<file path="src/asq_defines.svh">
// constants of the amplifier mode sequencer: register offsets, bit positions, timing counts
// included by the package and by every design file
`ifndef ASQ_DEFINES_SVH
`define ASQ_DEFINES_SVH

// ==========================================================
// register byte offsets
`define ASQ_OFS_CTRL 4'h0
`define ASQ_OFS_VOLUME 4'h4
`define ASQ_OFS_STATUS 4'h8
`define ASQ_OFS_MASK 4'hc

// ==========================================================
// control register fields
`define ASQ_CTRL_SHUTDOWN_BIT 0
`define ASQ_CTRL_SLEEP_BIT 1
`define ASQ_CTRL_MUTE_BIT 4
`define ASQ_CTRL_SPEED_BIT 6
`define ASQ_CTRL_RESET 8'h00

// ==========================================================
// status register fields
`define ASQ_ST_OT_BIT 0
`define ASQ_ST_DC_BIT 1
`define ASQ_ST_OC_BIT 2
`define ASQ_ST_ACTIVE_BIT 3
`define ASQ_ST_OFF_BIT 4
`define ASQ_FAULT_W 3
`define ASQ_EVENT_W 5

// ==========================================================
// volume codes, 9 bits, quarter-dB per code
`define ASQ_VOL_W 9
`define ASQ_VOL_MIN 9'h00e
`define ASQ_VOL_RESET 9'h19e
`define ASQ_VOL_STEP 9'h001

// ==========================================================
// timing
`define ASQ_SLOW_FRAMES 4'h8
`define ASQ_POWER_UP_NS 1000
`define ASQ_ACTIVE_NS 2000
`define ASQ_CLK_NS 10
`define ASQ_POWER_UP_CYC 16'((`ASQ_POWER_UP_NS + `ASQ_CLK_NS - 1) / `ASQ_CLK_NS)
`define ASQ_ACTIVE_CYC 16'((`ASQ_ACTIVE_NS + `ASQ_CLK_NS - 1) / `ASQ_CLK_NS)
`endif

</file>
<file path="src/asq_pkg.sv">
// types of the amplifier mode sequencer
// assumes asq_defines.svh on the include path
`include "asq_defines.svh"
package asq_pkg;
	typedef enum logic [2:0] {
		ASQ_OFF, ASQ_POWER_UP, ASQ_SLEEP, ASQ_START, ASQ_RAMP, ASQ_PLAY, ASQ_STOP
	} asq_state_type;

	typedef struct packed {
		logic power_on;
		logic switching;
		logic out_hiz_n;
	} asq_power_type;
endpackage

</file>
<file path="src/asq_ramp.sv">
// volume ramp: moves the level one quarter-dB step toward a target per frame tick, or per eighth frame tick when slow
// assumes frame_tick is a one-cycle pulse per frame-clock period
`timescale 1ns/1ns
`include "asq_defines.svh"
module asq_ramp
(
	input wire logic clk,
	input wire logic reset_n,
	input wire logic frame_tick,
	input wire logic slow,
	input wire logic [`ASQ_VOL_W-1:0] target,
	output logic [`ASQ_VOL_W-1:0] level,
	output logic at_target
);
	import asq_pkg::*;

	// ==========================================================
	// frame divider
	logic [3:0] div_r;
	logic step;

	always_comb
	begin
		step = frame_tick && (!slow || div_r == 4'h0);
	end

	always_ff @(posedge clk or negedge reset_n)
	begin
		if (!reset_n)
			div_r <= 4'h0;
		else if (frame_tick)
			div_r <= (div_r == `ASQ_SLOW_FRAMES - 4'h1) ? 4'h0 : div_r + 4'h1;
	end

	// ==========================================================
	// level
	always_ff @(posedge clk or negedge reset_n)
	begin
		if (!reset_n)
			level <= `ASQ_VOL_MIN;
		else if (step && level < target)
			level <= level + `ASQ_VOL_STEP;
		else if (step && level > target)
			level <= level - `ASQ_VOL_STEP;
	end

	assign at_target = (level == target);
endmodule

</file>
<file path="src/asq_regs.sv">
// avalon-mm register slave: control, volume, status and mask
// assumes a master that holds its request until waitrequest is low
`timescale 1ns/1ns
`include "asq_defines.svh"
module asq_regs
(
	input wire logic clk,
	input wire logic reset_n,
	input wire logic [3:0] avs_address,
	input wire logic avs_read,
	input wire logic avs_write,
	input wire logic [31:0] avs_writedata,
	output logic [31:0] avs_readdata,
	output logic avs_waitrequest,
	input wire logic [`ASQ_EVENT_W-1:0] events,
	input wire logic fault_clear,
	input wire logic [`ASQ_ST_OFF_BIT:0] live,
	output logic [7:0] ctrl,
	output logic [`ASQ_VOL_W-1:0] volume,
	output logic [`ASQ_FAULT_W-1:0] faults,
	output logic irq
);
	import asq_pkg::*;

	logic ack_r;
	logic [`ASQ_EVENT_W-1:0] status_r;
	logic [`ASQ_EVENT_W-1:0] mask_r;
	logic rd_st;

	// ==========================================================
	// one wait state per access, so read data come from a register
	assign avs_waitrequest = (avs_read || avs_write) && !ack_r;
	assign rd_st = avs_read && !ack_r && avs_address == `ASQ_OFS_STATUS;

	always_ff @(posedge clk or negedge reset_n)
	begin
		if (!reset_n)
			ack_r <= 1'b0;
		else
			ack_r <= (avs_read || avs_write) && !ack_r;
	end

	// ==========================================================
	// writable registers, never touched by shutdown
	always_ff @(posedge clk or negedge reset_n)
	begin
		if (!reset_n)
		begin
			ctrl <= `ASQ_CTRL_RESET;
			volume <= `ASQ_VOL_RESET;
			mask_r <= '0;
		end
		// writes land at the edge where waitrequest is seen low
		else if (avs_write && ack_r)
		begin
			if (avs_address == `ASQ_OFS_CTRL)
				ctrl <= avs_writedata[7:0];
			if (avs_address == `ASQ_OFS_VOLUME)
				volume <= avs_writedata[`ASQ_VOL_W-1:0];
			if (avs_address == `ASQ_OFS_MASK)
				mask_r <= avs_writedata[`ASQ_EVENT_W-1:0];
		end
	end

	// ==========================================================
	// sticky events: set wins over clear
	// fault bits leave only on shutdown toggle, not on a read
	always_ff @(posedge clk or negedge reset_n)
	begin
		if (!reset_n)
			status_r <= '0;
		else
		begin
			status_r[`ASQ_FAULT_W-1:0] <= events[`ASQ_FAULT_W-1:0] |
				(fault_clear ? '0 : status_r[`ASQ_FAULT_W-1:0]);
			status_r[`ASQ_EVENT_W-1:`ASQ_FAULT_W] <= events[`ASQ_EVENT_W-1:`ASQ_FAULT_W] |
				(rd_st ? '0 : status_r[`ASQ_EVENT_W-1:`ASQ_FAULT_W]);
		end
	end

	assign faults = status_r[`ASQ_FAULT_W-1:0];
	assign irq = |(status_r & mask_r);

	// ==========================================================
	// read data
	always_ff @(posedge clk or negedge reset_n)
	begin
		if (!reset_n)
			avs_readdata <= '0;
		else if (avs_read && !ack_r)
		begin
			unique case (avs_address)
				`ASQ_OFS_CTRL: avs_readdata <= {24'h000000, ctrl};
				`ASQ_OFS_VOLUME: avs_readdata <= {23'h000000, volume};
				`ASQ_OFS_STATUS: avs_readdata <= {27'h0000000, status_r | live};
				`ASQ_OFS_MASK: avs_readdata <= {27'h0000000, mask_r};
				default: avs_readdata <= 32'h00000000;
			endcase
		end
	end
endmodule

</file>
<file path="src/asq_sequencer.sv">
// mode sequencer of a mono class-d amplifier: shutdown, sleep, mute, play
// assumes fault and frame inputs synchronous to clk; one clock domain
// Function
// - shutdown holds while the pin is low or the shutdown bit is zero, and ends only when both are high.
// - in shutdown the power stage is off and the speaker outputs are high impedance.
// - registers stay reachable and keep their values through shutdown entry and exit, except the three fault flags, which entry clears.
// - a latched fault stays set until shutdown has gone low, which the host must toggle to clear it.
// - leaving shutdown first powers up the internal analog and digital blocks.
// - the power stage is powered and switching starts only while the sleep bit is zero.
// - with switching started and mute zero, the volume ramps to the programmed level and audio plays.
// - shutdown during play ramps down, then stops switching and sets high impedance in the same cycle, then powers down.
// - ramps move in quarter-dB steps each frame period or each eighth, by the ramp speed bit.
// - after the activation delay switching starts and the volume ramps from -100 dB upward.
// - a shutdown toggle clears only the three fault flags and no other register.
//
// Decided for this implementation: register access over Avalon-MM and the register addresses.
`timescale 1ns/1ns
`include "asq_defines.svh"
module asq_sequencer
(
	input wire logic clk,
	input wire logic reset_n,
	input wire logic [3:0] avs_address,
	input wire logic avs_read,
	input wire logic avs_write,
	input wire logic [31:0] avs_writedata,
	output logic [31:0] avs_readdata,
	output logic avs_waitrequest,
	input wire logic shutdown_request_n,
	input wire logic frame_tick,
	input wire logic over_temperature_flag,
	input wire logic over_current_flag,
	input wire logic dc_offset_flag,
	output asq_pkg::asq_power_type power,
	output logic [`ASQ_VOL_W-1:0] volume_level,
	output logic audio_play,
	output logic fault_n,
	output logic irq
);
	import asq_pkg::*;

	asq_state_type state_r;
	logic [15:0] wait_r;
	logic [7:0] ctrl;
	logic [`ASQ_VOL_W-1:0] volume;
	logic [`ASQ_FAULT_W-1:0] faults;
	logic [`ASQ_EVENT_W-1:0] events;
	logic shutdown;
	logic sleep_req;
	logic fault_any;
	logic shutdown_r;
	logic fault_clear;
	logic [`ASQ_VOL_W-1:0] target;
	logic at_target;
	logic [`ASQ_VOL_W-1:0] level;
	logic was_active_r;

	// ==========================================================
	// request decode
	assign shutdown = !shutdown_request_n || !ctrl[`ASQ_CTRL_SHUTDOWN_BIT];
	assign fault_any = |faults;
	// a latched fault acts as a forced sleep until cleared
	assign sleep_req = ctrl[`ASQ_CTRL_SLEEP_BIT] || fault_any;
	assign fault_clear = shutdown && !shutdown_r;

	always_ff @(posedge clk or negedge reset_n)
	begin
		if (!reset_n)
			shutdown_r <= 1'b1;
		else
			shutdown_r <= shutdown;
	end

	// ==========================================================
	// volume target: floor unless playing unmuted
	always_comb
	begin
		target = `ASQ_VOL_MIN;
		if ((state_r == ASQ_RAMP || state_r == ASQ_PLAY) && !shutdown && !sleep_req
			&& !ctrl[`ASQ_CTRL_MUTE_BIT])
			target = volume;
	end

	// ==========================================================
	// mode state machine
	always_ff @(posedge clk or negedge reset_n)
	begin
		if (!reset_n)
		begin
			state_r <= ASQ_OFF;
			wait_r <= 16'h0000;
		end
		else
		begin
			unique case (state_r)
				ASQ_OFF:
					if (!shutdown)
					begin
						state_r <= ASQ_POWER_UP;
						wait_r <= `ASQ_POWER_UP_CYC;
					end
				ASQ_POWER_UP:
					if (shutdown)
						state_r <= ASQ_OFF;
					else if (wait_r > 16'h0001)
						wait_r <= wait_r - 16'h0001;
					else
						state_r <= ASQ_SLEEP;
				ASQ_SLEEP:
					if (shutdown)
						state_r <= ASQ_OFF;
					else if (!sleep_req)
					begin
						state_r <= ASQ_START;
						wait_r <= `ASQ_ACTIVE_CYC;
					end
				ASQ_START:
					if (shutdown || sleep_req)
						state_r <= ASQ_STOP;
					else if (wait_r > 16'h0001)
						wait_r <= wait_r - 16'h0001;
					else
						state_r <= ASQ_RAMP;
				ASQ_RAMP:
					// requests are looked at again only once the ramp lands
					if (at_target)
						state_r <= (shutdown || sleep_req) ? ASQ_STOP : ASQ_PLAY;
				ASQ_PLAY:
					if (shutdown || sleep_req || !at_target)
						state_r <= ASQ_RAMP;
				ASQ_STOP:
					// entered from ASQ_RAMP or ASQ_START, the outputs still show that state here; switching stops and the outputs float together at the next edge
					state_r <= shutdown ? ASQ_OFF : ASQ_SLEEP;
				default:
					state_r <= ASQ_OFF;
			endcase
		end
	end

	// ==========================================================
	// power outputs
	always_ff @(posedge clk or negedge reset_n)
	begin
		if (!reset_n)
			power <= '0;
		else
		begin
			power.power_on <= state_r != ASQ_OFF;
			power.switching <= state_r == ASQ_RAMP || state_r == ASQ_PLAY;
			power.out_hiz_n <= state_r == ASQ_RAMP || state_r == ASQ_PLAY || state_r == ASQ_START;
		end
	end

	always_ff @(posedge clk or negedge reset_n)
	begin
		if (!reset_n)
		begin
			volume_level <= `ASQ_VOL_MIN;
			audio_play <= 1'b0;
			was_active_r <= 1'b0;
		end
		else
		begin
			volume_level <= level;
			audio_play <= state_r == ASQ_PLAY && !ctrl[`ASQ_CTRL_MUTE_BIT];
			was_active_r <= state_r == ASQ_PLAY;
		end
	end

	assign fault_n = !fault_any;

	// ==========================================================
	// events: faults, entry to play, entry to shutdown
	assign events = {
		state_r == ASQ_OFF && !power.power_on == 1'b0,
		state_r == ASQ_PLAY && !was_active_r,
		over_current_flag,
		dc_offset_flag,
		over_temperature_flag
	};

	// ==========================================================
	// submodules
	asq_ramp u_ramp
	(
		.clk(clk),
		.reset_n(reset_n),
		.frame_tick(frame_tick),
		.slow(ctrl[`ASQ_CTRL_SPEED_BIT]),
		.target(target),
		.level(level),
		.at_target(at_target)
	);

	asq_regs u_regs
	(
		.clk(clk),
		.reset_n(reset_n),
		.avs_address(avs_address),
		.avs_read(avs_read),
		.avs_write(avs_write),
		.avs_writedata(avs_writedata),
		.avs_readdata(avs_readdata),
		.avs_waitrequest(avs_waitrequest),
		.events(events),
		.fault_clear(fault_clear),
		.live(events),
		.ctrl(ctrl),
		.volume(volume),
		.faults(faults),
		.irq(irq)
	);
endmodule

</file>
<file path="config.mk">
export PLATFORM = sky130hd
export DESIGN_NAME = asq_sequencer
export DESIGN_NICKNAME = d
export VERILOG_FILES = /design/src/asq_pkg.sv /design/src/asq_ramp.sv /design/src/asq_regs.sv /design/src/asq_sequencer.sv
export VERILOG_INCLUDE_DIRS = /design/src
export SDC_FILE = /design/constraint.sdc
export NUM_CORES = 1
export LEC_CHECK = 0
export ABC_CLOCK_PERIOD_IN_PS = 6500
export BUFFER_PORTS_ARGS = -buffer_cell sky130_fd_sc_hd__buf_4
export CAP_MARGIN = 20
export CORE_MARGIN = 2
export CORE_UTILIZATION = 55
export DETAILED_ROUTE_END_ITERATION = 10
export GPL_ROUTABILITY_DRIVEN = 0
export PLACE_DENSITY = 0.8
export REMOVE_ABC_BUFFERS = 1
export SETUP_SLACK_MARGIN = 0.2
export SLEW_MARGIN = 15
export SYNTH_ARGS = -nofsm -noshare
export SYNTH_HDL_FRONTEND = slang
export SYNTH_SLANG_ARGS = --single-unit
</file>
<file path="constraint.sdc">
create_clock -name clk -period 6.5 [get_ports clk]
set_clock_uncertainty 0.2 [all_clocks]
set_input_delay 0 -clock clk [delete_from_list [all_inputs] [get_ports clk]]
set_output_delay 0 -clock clk [all_outputs]
set_load 0.05 [all_outputs]
</file>
* Yosys cells after proc, flatten, opt, wreduce, memory -nomap -nowiden
Index checks and enable logic that the tools add are counted.
** Word-level totals
- Flip-flop bits (word level) :: 107
- Output and inout bits :: 48
- Bits of input ports :: 45
** Cells by class
- Bitwise operators :: 4
- $lt $le $gt $ge :: 3
- Eq/ne operators :: 21
- Reductions and logical operators :: 46
- Add/subtract/negate cells :: 4
- Muxes and demuxes :: 26
** Operators by type and width (count)
- 16-bit two-way mux :: 6
- 16-bit one-hot mux with 4 select lines :: 1
- 9-bit one-hot mux with 4 select lines :: 1
- 3-bit two-way mux :: 10
- 9-bit two-way mux :: 3
- 3-bit one-hot mux with 7 select lines :: 1
- 16-bit by 1-bit greater-than comparator with 1-bit output (second input constant) :: 1
- 16-bit by 1-bit subtractor with 16-bit output (second input constant) :: 1
- 1-bit logical AND :: 14
- 2-bit inequality test (second input constant) :: 6
- 6-bit AND reduction :: 2
- 1-bit logical NOT :: 11
- 9-bit by 1-bit adder with 9-bit output (second input constant) :: 1
- 3-bit == test (second input constant) :: 3
- 9-bit == test :: 1
- 9-bit greater-than comparator :: 1
- 9-bit < comparator :: 1
- 3-bit inequality test (second input constant) :: 3
- 9-bit by 1-bit subtractor with 9-bit output (second input constant) :: 1
- 4-bit by 3-bit == test with 1-bit output (second input constant) :: 2
- 4-bit == test (second input constant) :: 2
- 4-bit logical NOT :: 2
- 1-bit logical OR :: 8
- 3-bit by 2-bit == test with 1-bit output (second input constant) :: 2
- 16 further kinds :: 20

* Logic depth before layout (Yosys ltp)
Gate-level depths: netlist (run 1).
- Depth in word-level cells :: 12
- Gate-level depth with buffers :: 18

* Modules after synthesis
A second synthesis (run 1) with hierarchy kept.
** Second synthesis, totals
- Cells, all modules :: 450
- Area, all modules :: 4748.3 um^2
** Modules (own cells, without submodules)
- asq_regs :: instances 1, cells each 153, area each 1826.8 um^2, sequential area each 933.4 um^2
- asq_sequencer :: instances 1, cells each 184, area each 1810.5 um^2, sequential area each 855.8 um^2
- asq_ramp :: instances 1, cells each 113, area each 1111.1 um^2, sequential area each 329.1 um^2

* Worst setup path before layout (run 1)
No wires, ideal clock.
- Path type :: reg2reg
- From :: reg u_regs.status_r[0]
- To :: reg u_ramp.level[8]
- Slack :: 2.020 ns
- Cell stages (with the launch flop) :: 17
- Arrival :: 4.190 ns
- Path buffers :: 0
- Cells stage by stage :: dfrtp_1 > or4_4 > nor2_1 > nand2_1 > nor2_1 > nand2_1 > ha_1 > a21oi_1 > a21boi_0 > or3b_1 > or2_2 > ha_1 > nor2b_1 > o2111ai_1 > a31o_2 > or4_1 > o2111ai_1
** On the way
- Cells in the longest elaborated chain, start to end :: 9
- Elaborated cells between the ends (all ways) :: 12
** RTL lines
- start: declaration :: line asq_regs.sv:26 : logic [`ASQ_EVENT_W-1:0] status_r;
- start signal: indexed assignment :: line asq_regs.sv:74 : status_r[`ASQ_FAULT_W-1:0] <= events[`ASQ_FAULT_W-1:0] |
- start signal: indexed assignment :: line asq_regs.sv:76 : status_r[`ASQ_EVENT_W-1:`ASQ_FAULT_W] <= events[`ASQ_EVENT_W-1:`ASQ_FAULT_W] |
- 3-bit OR reduction (*) :: line asq_sequencer.sv:61 : assign fault_any = |faults;
- 1-bit logical OR (*) :: line asq_sequencer.sv:63 : assign sleep_req = ctrl[`ASQ_CTRL_SLEEP_BIT] || fault_any;
- 1-bit logical NOT (*)
- 1-bit logical AND (*) (2 in a row) :: line asq_sequencer.sv:79 : if ((state_r == ASQ_RAMP || state_r == ASQ_PLAY) && !shutdown && !sleep_req
- 9-bit two-way mux (*) :: line asq_sequencer.sv:79
- 9-bit < comparator or 9-bit greater-than comparator (tied branches) :: line asq_ramp.sv:41, asq_ramp.sv:43
- 1-bit logical AND, on equally long branches :: line asq_ramp.sv:41, asq_ramp.sv:43
- 9-bit two-way mux or 2-bit nonzero test (tied branches)
- end signal: assignment :: line asq_ramp.sv:40 : level <= `ASQ_VOL_MIN;
- end signal: assignment :: line asq_ramp.sv:42 : level <= level + `ASQ_VOL_STEP;
- end signal: assignment :: line asq_ramp.sv:44 : level <= level - `ASQ_VOL_STEP;
- end: declaration :: line asq_ramp.sv:12 : output logic [`ASQ_VOL_W-1:0] level,
Every way passes the cells marked *; elsewhere a longest branch is shown, timed or not.
A chain may end at the register's enable or synchronous reset.

* Final worst setup path (run 1)
Ends and elaborated chain as after synthesis.

==> results.sh, run 1 <==
export IMPL_die_x_um=95.4
export IMPL_cp_start_kind="flop"
export IMPL_clkSinkCount=84
export IMPL_p_per_area_mw_per_mm2=391
export IMPL_wirelength_mm=9.90
export IMPL_synthTopCellsByArea="dfrtp_1 39%, dfstp_2 7.4%, mux2_2 7.4%"
export IMPL_firstDrtPassIters=4
export IMPL_rows=33
export IMPL_path_class="flop to flop"
export IMPL_drv_slew=0
export IMPL_max_freq_mhz=197
export IMPL_worstSetupStartpoint="u_regs.status_r[0]"
export IMPL_dieArea_sq_mm=0.00910
export IMPL_drc=0
export IMPL_fin_area_sq_mm=0.00545
export IMPL_fin_cells=601
export IMPL_slowest_stage="or4_4"
export IMPL_worst_slack_ns=1.43
export IMPL_grt_max_degree=85
export IMPL_place_ws_ns=1.52
export IMPL_core_sq_mm=0.00813
export IMPL_ir_worst_vdd_uv=212
export IMPL_cts_buffer_depth=2
export IMPL_cp_end_kind="flop"
export IMPL_rsz0062_at_grt="false"
export IMPL_status="completed"
export IMPL_setup_violations=0
export IMPL_synthDistinctLibCells=64
export IMPL_leakagePower_nw=2.40
export IMPL_drt_iter0_drc=120
export IMPL_overflow=0
export IMPL_start_util=0.565
export IMPL_crit_fanout=8
export IMPL_clkLatencyLatePin_ns=0.36
export IMPL_crit_family="simple AND/OR/NAND/NOR gates"
export IMPL_num_vias=3482
export IMPL_dp_hpwl_mm=6.81
export IMPL_postCtsSetupBuffers=0
export IMPL_htree_levels=3
export IMPL_fin_tns_setup_ns=0
export IMPL_first_global_vias=3362
export IMPL_ys_ff_latch=84
export IMPL_area_growth_synth_to_final_pct=18.6
export IMPL_finalHoldViolations=0
export IMPL_grt_pass1_wl_mm=15.9
export IMPL_final_antenna_net_count=0
export IMPL_syn_cell_area_sq_mm=0.00459
export IMPL_syn_area_per_cell_sq_um=11.0
export IMPL_final_period_utilization=0.780
export IMPL_hold_path_class="flop to flop"
export IMPL_r2r_slack_ns=1.43
export IMPL_yosysWarnings=0
export IMPL_setup_worst_path_end="u_ramp.level[8]"
export IMPL_synth_async_reset_ratio=1.00
export IMPL_cts_tree="built"
export IMPL_r2r_end="u_ramp.level[8]"
export IMPL_worst_pin_slew_ns=0.992
export IMPL_ys_seq_area_frac=0.461
export IMPL_crit_cells=16
export IMPL_wire_per_inst_um=16.5
export IMPL_nNetsFinal=557
export IMPL_drive_gt1_frac=0.270
export IMPL_vias_per_cell=5.79
export IMPL_die_h_um=95.4
export IMPL_ys_flop_type="dfrtp_1"
export IMPL_clkSlewWorstSetupHoldPaths_ns=0.09
export IMPL_placed_area_sq_mm=0.00495
export IMPL_required_ns=6.55
export IMPL_postLayoutCoreUtil=0.670
export IMPL_synth_top_area_cell="dfrtp_1"
export IMPL_synth_edf_count=0
export IMPL_n_antenna_cell=0
export IMPL_layout_min_cycle_time_ns=5.07
export IMPL_reg2reg_from="u_regs.status_r[0]"
export IMPL_maxCapViolations=0
export IMPL_slew_headroom=0.337
export IMPL_yosys_area_top_type_share=0.387
export IMPL_reg2reg_depth=16
export IMPL_place_port_buffers=46
export IMPL_cts_buffers=9
export IMPL_critPathBufInv=0
export IMPL_grt_use_total=0.223
export IMPL_synthCells=416
export IMPL_path_cells="or4_4 -> nor2_1 -> nand2_1 -> nor2_1 -> nand2_1 -> ha_1 -> a21oi_1 -> a21boi_0 -> or3b_1 -> or2_2 -> ha_1 -> nor2b_1 -> o2111ai_1 -> a31o_2 -> or4_1 -> o2111ai_1"
export IMPL_antenna_found_initial=0
export IMPL_cts_root_buf="clkbuf_8"
export IMPL_critPathArrivalTime_ns=5.12
export IMPL_synth_commonest_cells="71 x dfrtp_1, 31 x nand2_1, 30 x mux2_2"
export IMPL_io_pins=93
export IMPL_synth_most_common_cell="dfrtp_1"
export IMPL_dp_cells=558
export IMPL_cpPeakStageDelay_ns=0.61
==> cells in the final DEF, fill, tap and decap left out, types with 13 or more instances in the layout <==
cell type / count
inv_1: 14
ha_1: 20
o21ai_0: 19
mux2_2: 30
buf_4: 47
conb_1: 23
dlygate4sd3_1: 26
dfstp_2: 13
dfrtp_1: 71
nand2_1: 31
nor2_1: 21
==> worst min path at each step <==
stage / from / end / slack [ns] / cells after the start
after floorplan: reset_n / audio_play / -0.50 / 0
after global placement: over_current_flag / u_regs.status_r[2] / -0.01 / 2
after detailed placement: over_current_flag / u_regs.status_r[2] / -0.008 / 2
after CTS: shutdown_request_n / shutdown_r / 0.19 / 3
after global routing: shutdown_request_n / shutdown_r / 0.20 / 3
final: u_ramp.level[1] / volume_level[1] / 0.19 / 0
==> metal layers <==
layer | GRT usage | vias to the layer above | share of wire
li1 | - | 1634 | -
met1 | 0.289 | 1733 | 0.43
met2 | 0.378 | 94 | 0.51
met3 | 0.0379 | 21 | 0.041
met4 | 0.0821 | 0 | 0.019
met5 | 0 | - | 0
==> where the power goes <==
group / switching (W) / total [W] / internal (W)
logic: 0.000542 / 0.000952 / 0.000410
clock network: 0.000197 / 0.000389 / 0.000191
registers: 0.000114 / 0.000790 / 0.000676
total: 0.000853 / 0.00213 / 0.00128
==> flip-flops by register name, summed over array words and instances (netlist names), 3 cells and up <==
register and flops:
u_regs.volume 9, u_regs.ctrl 8, wait_r 16, u_regs.avs_readdata 9, u_regs.mask_r 5, power 3, volume_level 9, state_r 3
u_regs.status_r 5, u_ramp.level 9, u_ramp.div_r 4
==> timing repair <==
action / in CTS / in global routing
hold buffers: 25 / 1
gates resized for setup: 0 / 0
hold endpoints to repair: 115 / 28
==> kinds of logic after synthesis <==
group / Yosys count / synth area share
buf+inv: 46 / 0.0569
compound gates: 91 / 0.151
flops: 84 / 0.461
xor+xnor: 10 / 0.0191
mux: 39 / 0.104
other cells: 1 / 0.000817
fa+ha+maj: 21 / 0.0589
simple gates: 124 / 0.148
==> stage by stage <==
stage                     hold slack (ns)  total power (W)
after global routing                0.201          0.00227
after global placement           -0.00955          0.00169
after detailed placement         -0.00788          0.00173
after CTS                           0.185          0.00214
final                               0.186          0.00213
after floorplan                    -0.496          0.00150
==> layout make-up <==
cell class	count	area, sq um
timing repair buffer	74	641
tap	105	131
fill	593	2690
clock buffer	10	138
clock inverter	6	71.3
multi-input combinational	308	2290
inverter	14	52.6
sequential	84	2120
No activity file was read; power rests on OpenSTA's default activity.
==> run 2, diff against run 1 <==
ABC_AREA = 1   (was default)
ABC_CLOCK_PERIOD_IN_PS = 5000   (was 6500)
clock period = 5 ns   (was 6.5 ns; I/O delays follow)
==> results.sh, run 2 <==
export IMPL_status="completed"
export IMPL_first_global_vias=3831
export IMPL_die_h_um=96.7
export IMPL_cts_buffer_depth=2
export IMPL_clkLatencyLatePin_ns=0.36
export IMPL_dp_hpwl_mm=7.22
export IMPL_syn_cell_area_sq_mm=0.00473
export IMPL_synthTopCellsByArea="dfrtp_1 38%, nand2_1 15%, dfstp_2 7.2%"
export IMPL_ys_flop_type="dfrtp_1"
export IMPL_synth_async_reset_ratio=1.00
export IMPL_n_antenna_cell=0
export IMPL_path_cells="nor2_1 -> nand3_1 -> nor2_4 -> inv_1 -> nor3_2 -> nand2_1 -> ha_1 -> nand2_1 -> nor2_1 -> nand2_1 -> nand2_1 -> inv_1 -> fa_1 -> nand3b_1 -> nand2_1 -> a21oi_1 -> nand3_1 -> nand3_1 -> nand2_1 -> nand2_1"
export IMPL_syn_area_per_cell_sq_um=7.88
export IMPL_place_port_buffers=46
export IMPL_path_class="flop to flop"
export IMPL_whs_ns=0.190
export IMPL_firstDrtPassIters=5
export IMPL_synth_top_area_cell="dfrtp_1"
export IMPL_hold_start="dc_offset_flag"
export IMPL_ctsHoldBuffers=21
export IMPL_clkSinkCount=84
export IMPL_wire_per_inst_um=13.3
export IMPL_overflow=0
export IMPL_cpPeakStageDelay_ns=0.43
export IMPL_rows=33
export IMPL_min_to="u_regs.status_r[1]"
export IMPL_synth_most_common_cell="nand2_1"
export IMPL_cp_start_kind="flop"
export IMPL_htree_levels=3
export IMPL_nNetsFinal=738
export IMPL_slew_headroom=0.562
export IMPL_critPathArrivalTime_ns=4.06
export IMPL_cts_buffers=9
export IMPL_clkSlewWorstSetupHoldPaths_ns=0.08
export IMPL_r2r_end="u_ramp.level[8]"
export IMPL_dieArea_sq_mm=0.00935
export IMPL_core_sq_mm=0.00826
export IMPL_final_cell_mix="191 x nand2_1, 71 x dfrtp_1, 60 x inv_1"
export IMPL_postCtsSetupBuffers=0
export IMPL_grt_pass1_wl_mm=17.3
export IMPL_synth_commonest_cells="191 x nand2_1, 71 x dfrtp_1, 60 x inv_1"
export IMPL_area_growth_synth_to_final_pct=17.1
export IMPL_num_vias=4084
export IMPL_leakagePower_nw=2.88
export IMPL_drt_iter0_drc=261
export IMPL_required_ns=5.05
export IMPL_cts_root_buf="clkbuf_8"
export IMPL_slowest_stage="dfrtp_1"
export IMPL_synth_edf_count=0
export IMPL_cp_end_kind="flop"
export IMPL_die_x_um=96.7
export IMPL_placed_area_sq_mm=0.00507
export IMPL_start_util=0.573
export IMPL_holdPathStages=3
export IMPL_regMostFlops="wait_r"
export IMPL_max_freq_mhz=250
export IMPL_cts_resized_gates=0
export IMPL_ys_seq_area_frac=0.448
export IMPL_fin_tns_setup_ns=0
export IMPL_worst_pin_slew_ns=0.655
export IMPL_synthDistinctLibCells=43
export IMPL_largest_reg_flops=16
export IMPL_fin_area_sq_mm=0.00554
export IMPL_ir_worst_vdd_uv=365
export IMPL_drive_gt1_frac=0.139
export IMPL_reg2reg_from="u_regs.status_r[0]"
export IMPL_vias_per_cell=5.22
export IMPL_grt_use_total=0.223
export IMPL_reg2reg_depth=20
export IMPL_r2r_slack_ns=0.99
export IMPL_io_pins=93
export IMPL_cts_tree="built"
export IMPL_synthCells=600
export IMPL_wirelength_mm=10.4
export IMPL_maxCapViolations=0
export IMPL_antenna_found_initial=0
export IMPL_setup_violations=0
export IMPL_rsz0062_at_grt="false"
export IMPL_yosysWarnings=0
export IMPL_drc=0
export IMPL_final_antenna_net_count=0
export IMPL_hold_path_class="input port to flop"
export IMPL_p_per_area_mw_per_mm2=588
export IMPL_yosys_area_top_type_share=0.376
export IMPL_crit_fanout=10
export IMPL_drv_slew=0
export IMPL_cpMostUsedCell="nand2_1"
export IMPL_layout_min_cycle_time_ns=4.01
export IMPL_finalHoldViolations=0
export IMPL_ys_ff_latch=84
export IMPL_grt_max_degree=85
export IMPL_final_common_cell="nand2_1"
export IMPL_final_period_utilization=0.801
run 2: cell type report:
cell class                      instances  area, sq um
Inverter                               65          244
Clock buffer                           10          128
Multi-Input combinational cell        443         2230
Sequential cell                        84         2120
Fill cell                             652         2720
Tap cell                              105          131
Clock inverter                          6         88.8
Timing Repair Buffer                   69          593
run 2: worst max-delay path by stage:
stage                                  start              end  cells after the start
after floorplan           u_regs.status_r[0]  u_ramp.level[8]                     20
after global placement    u_regs.status_r[0]  u_ramp.level[8]                     20
after detailed placement  u_regs.status_r[0]  u_ramp.level[8]                     20
after CTS                 u_regs.status_r[0]  u_ramp.level[8]                     20
after global routing      u_regs.status_r[0]  u_ramp.level[8]                     21
final                     u_regs.status_r[0]  u_ramp.level[8]                     20
run 2: power breakdown:
group / total, W / internal (W) / switching, W
sequential: 0.00111 / 0.000923 / 0.000191
combinational: 0.00161 / 0.000560 / 0.00105
clock: 0.000526 / 0.000281 / 0.000245
total: 0.00325 / 0.00176 / 0.00149
run 2: cell families (layout without fill, tap and decap cells):
family	Yosys count	count (layout)	share of synthesized area
muxes	1	1	0.00238
DFF	84	84	0.448
xor gates and xnor gates	16	16	0.0296
AOI/OAI and AO/OA	86	86	0.101
adders and majority gates	21	21	0.0572
and+or+nand+nor	296	296	0.263
other	1	23	0.000793
buffers and inverters	95	150	0.0974
run 2: critical path, delay by kind of cell (launching register included):
kind / cells / cell delay (ns)
simple gates: 15 / 2.24
compound gates: 1 / 0.11
fa+ha+maj: 2 / 0.72
flops: 1 / 0.43
buf+inv: 2 / 0.19
run 2: layer usage:
metal	up-vias	share of wire	global-route usage	routed length, um
li1	2016	-	-	-
met1	1912	0.42	0.283	4340
met2	133	0.51	0.383	5280
met3	23	0.053	0.0462	550
met4	0	0.021	0.0715	219
met5	-	0	0	0
run 2: metrics by stage:
step           std cells   util  total power, W  setup slack (ns)
6_report             782  0.670         0.00325             0.993
5_1_grt              782  0.670         0.00352             0.606
4_1_cts              780  0.666         0.00326             0.984
3_5_place_dp         743  0.614         0.00271              1.01
3_3_place_gp         743  0.614         0.00264              1.14
2_1_floorplan        592      -         0.00231              1.60
==> run 3, diff against run 2 <==
ABC_CLOCK_PERIOD_IN_PS = 4100   (was 5000)
clock period = 4.1 ns   (was 5 ns; I/O delays follow)
==> results.sh, run 3 (synthesized netlist as in run 2, its figures left out) <==
export IMPL_drc=0
export IMPL_critPathArrivalTime_ns=3.74
export IMPL_reg2reg_from="u_regs.status_r[0]"
export IMPL_reg2reg_depth=23
export IMPL_antenna_found_initial=0
export IMPL_firstDrtPassIters=5
export IMPL_maxCapViolations=0
export IMPL_largest_reg_flops=16
export IMPL_rsz0062_at_grt="false"
export IMPL_status="completed"
export IMPL_fin_tns_setup_ns=0
export IMPL_setup_worst_path_end="u_ramp.level[5]"
export IMPL_multi_input_area_sq_mm=0.00227
export IMPL_io_pins=93
export IMPL_path_class="flop to flop"
export IMPL_finalHoldViolations=0
export IMPL_start_util=0.573
export IMPL_slew_headroom=0.502
export IMPL_num_vias=4169
export IMPL_grt_use_total=0.230
export IMPL_drv_slew=0
export IMPL_dp_hpwl_mm=7.34
export IMPL_r2r_end="u_ramp.level[5]"
export IMPL_cp_start_kind="flop"
export IMPL_wirelength_mm=10.8
export IMPL_cp_end_kind="flop"
export IMPL_rows=33
export IMPL_seq_area_sq_mm=0.00212
export IMPL_hold_path_class="input port to asynchronous set/reset pin"
export IMPL_setup_violations=0
export IMPL_cts_buffers=9
export IMPL_die_x_um=96.7
export IMPL_drive_gt1_frac=0.152
export IMPL_grt_pass1_wl_mm=18.0
export IMPL_r2r_slack_ns=0.40
export IMPL_cts_root_buf="clkbuf_8"
export IMPL_htree_levels=3
export IMPL_regMostFlops="wait_r"
export IMPL_crit_fanout=5
export IMPL_drt_iter0_drc=250
export IMPL_nNetsFinal=744
export IMPL_core_sq_mm=0.00826
export IMPL_final_common_cell="nand2_1"
export IMPL_dieArea_sq_mm=0.00935
export IMPL_vias_per_cell=5.29
export IMPL_final_cell_mix="190 x nand2_1, 71 x dfrtp_1, 60 x inv_1"
export IMPL_worstSetupStartpoint="u_regs.status_r[0]"
export IMPL_clkLatencyLatePin_ns=0.36
export IMPL_area_growth_synth_to_final_pct=19.4
export IMPL_dp_cells=744
export IMPL_cts_tree="built"
export IMPL_required_ns=4.14
export IMPL_fill_cells=647
export IMPL_fin_cells=788
export IMPL_layout_min_cycle_time_ns=3.70
export IMPL_worst_pin_slew_ns=0.747
export IMPL_wire_per_inst_um=13.7
export IMPL_first_global_vias=3947
export IMPL_final_antenna_net_count=0
export IMPL_clkSinkCount=84
export IMPL_grt_max_degree=85
export IMPL_overflow=0
export IMPL_ir_worst_vdd_uv=694
export IMPL_clkSlewWorstSetupHoldPaths_ns=0.09
export IMPL_p_per_area_mw_per_mm2=742
export IMPL_place_port_buffers=46
export IMPL_n_antenna_cell=0
export IMPL_cts_buffer_depth=2
export IMPL_final_period_utilization=0.903
export IMPL_die_h_um=96.7
export IMPL_max_freq_mhz=270
export IMPL_leakagePower_nw=2.93
==> run 3: routing by layer <==
| metal | share of wire | wire length (um) | track usage | up-vias |
|---|---|---|---|---|
| met5 | 0 | 0 | 0 | - |
| met1 | 0.42 | 4520 | 0.285 | 2001 |
| met2 | 0.51 | 5490 | 0.401 | 125 |
| met3 | 0.048 | 518 | 0.0600 | 24 |
| li1 | - | - | - | 2019 |
| met4 | 0.021 | 231 | 0.0574 | 0 |
==> run 3: through the flow <==
stage | total power [W] | hold slack (ns) | cell area (sq um) | setup slack [ns] | util
6_report | 0.00419 | 0.0321 | 5640 | 0.398 | 0.683
5_1_grt | 0.00449 | 0.104 | 5640 | 0.178 | 0.683
4_1_cts | 0.00414 | 0.196 | 5570 | 0.309 | 0.675
3_5_place_dp | 0.00332 | 0.0225 | 5080 | 0.175 | 0.615
3_3_place_gp | 0.00323 | 0.0126 | 5080 | 0.332 | 0.615
2_1_floorplan | 0.00282 | -0.496 | 4590 | 0.695 | -
==> run 3: layout make-up <==
class	count	area share
Multi-Input combinational cell	444	0.403
Sequential cell	84	0.375
Timing Repair Buffer	74	0.109
Inverter	65	0.0432
Clock inverter	6	0.0242
Tap cell	105	0.0233
Clock buffer	10	0.0226
==> run 3: how the worst min path moves through the flow <==
stage / start / end / cells past startpoint
after floorplan: reset_n / audio_play / 0
after global placement: over_temperature_flag / u_regs.status_r[0] / 2
after detailed placement: dc_offset_flag / u_regs.status_r[1] / 2
after CTS: reset_n / wait_r[11] / 2
after global routing: reset_n / wait_r[10] / 2
final: reset_n / wait_r[11] / 2
==> run 3: where the power goes <==
part           internal (W)  switching [W]
combinational      0.000719        0.00134
sequential          0.00113       0.000237
clock              0.000467       0.000300
==> run 3: timing repair <==
item,in CTS,in global routing
pin swaps,0,3
hold buffers,22,0
endpoints found under the hold margin,113,0
gates cloned,0,1
gates resized for setup,2,4
buffers inserted,0,5
endpoints found under the setup margin,3,4
==> run 3: critical path, stage by stage, from the launching register on <==
cell and delay, ns:
dfrtp_1 0.43, nor2_1 0.15, nand3_2 0.13, nor2_4 0.16, inv_1 0.09, nor3_4 0.21
buf_4 0.16, nand2_1 0.05, ha_1 0.29, nand2_1 0.10, inv_1 0.05, nand2_1 0.06
nand2_1 0.05, nor2_2 0.21, nand2_2 0.17, buf_4 0.18, ha_1 0.26, nand3_1 0.07
nand2_1 0.13, nand2_1 0.07, o21bai_1 0.18, nand2_1 0.07, nand2_1 0.06, o21ai_0 0.07
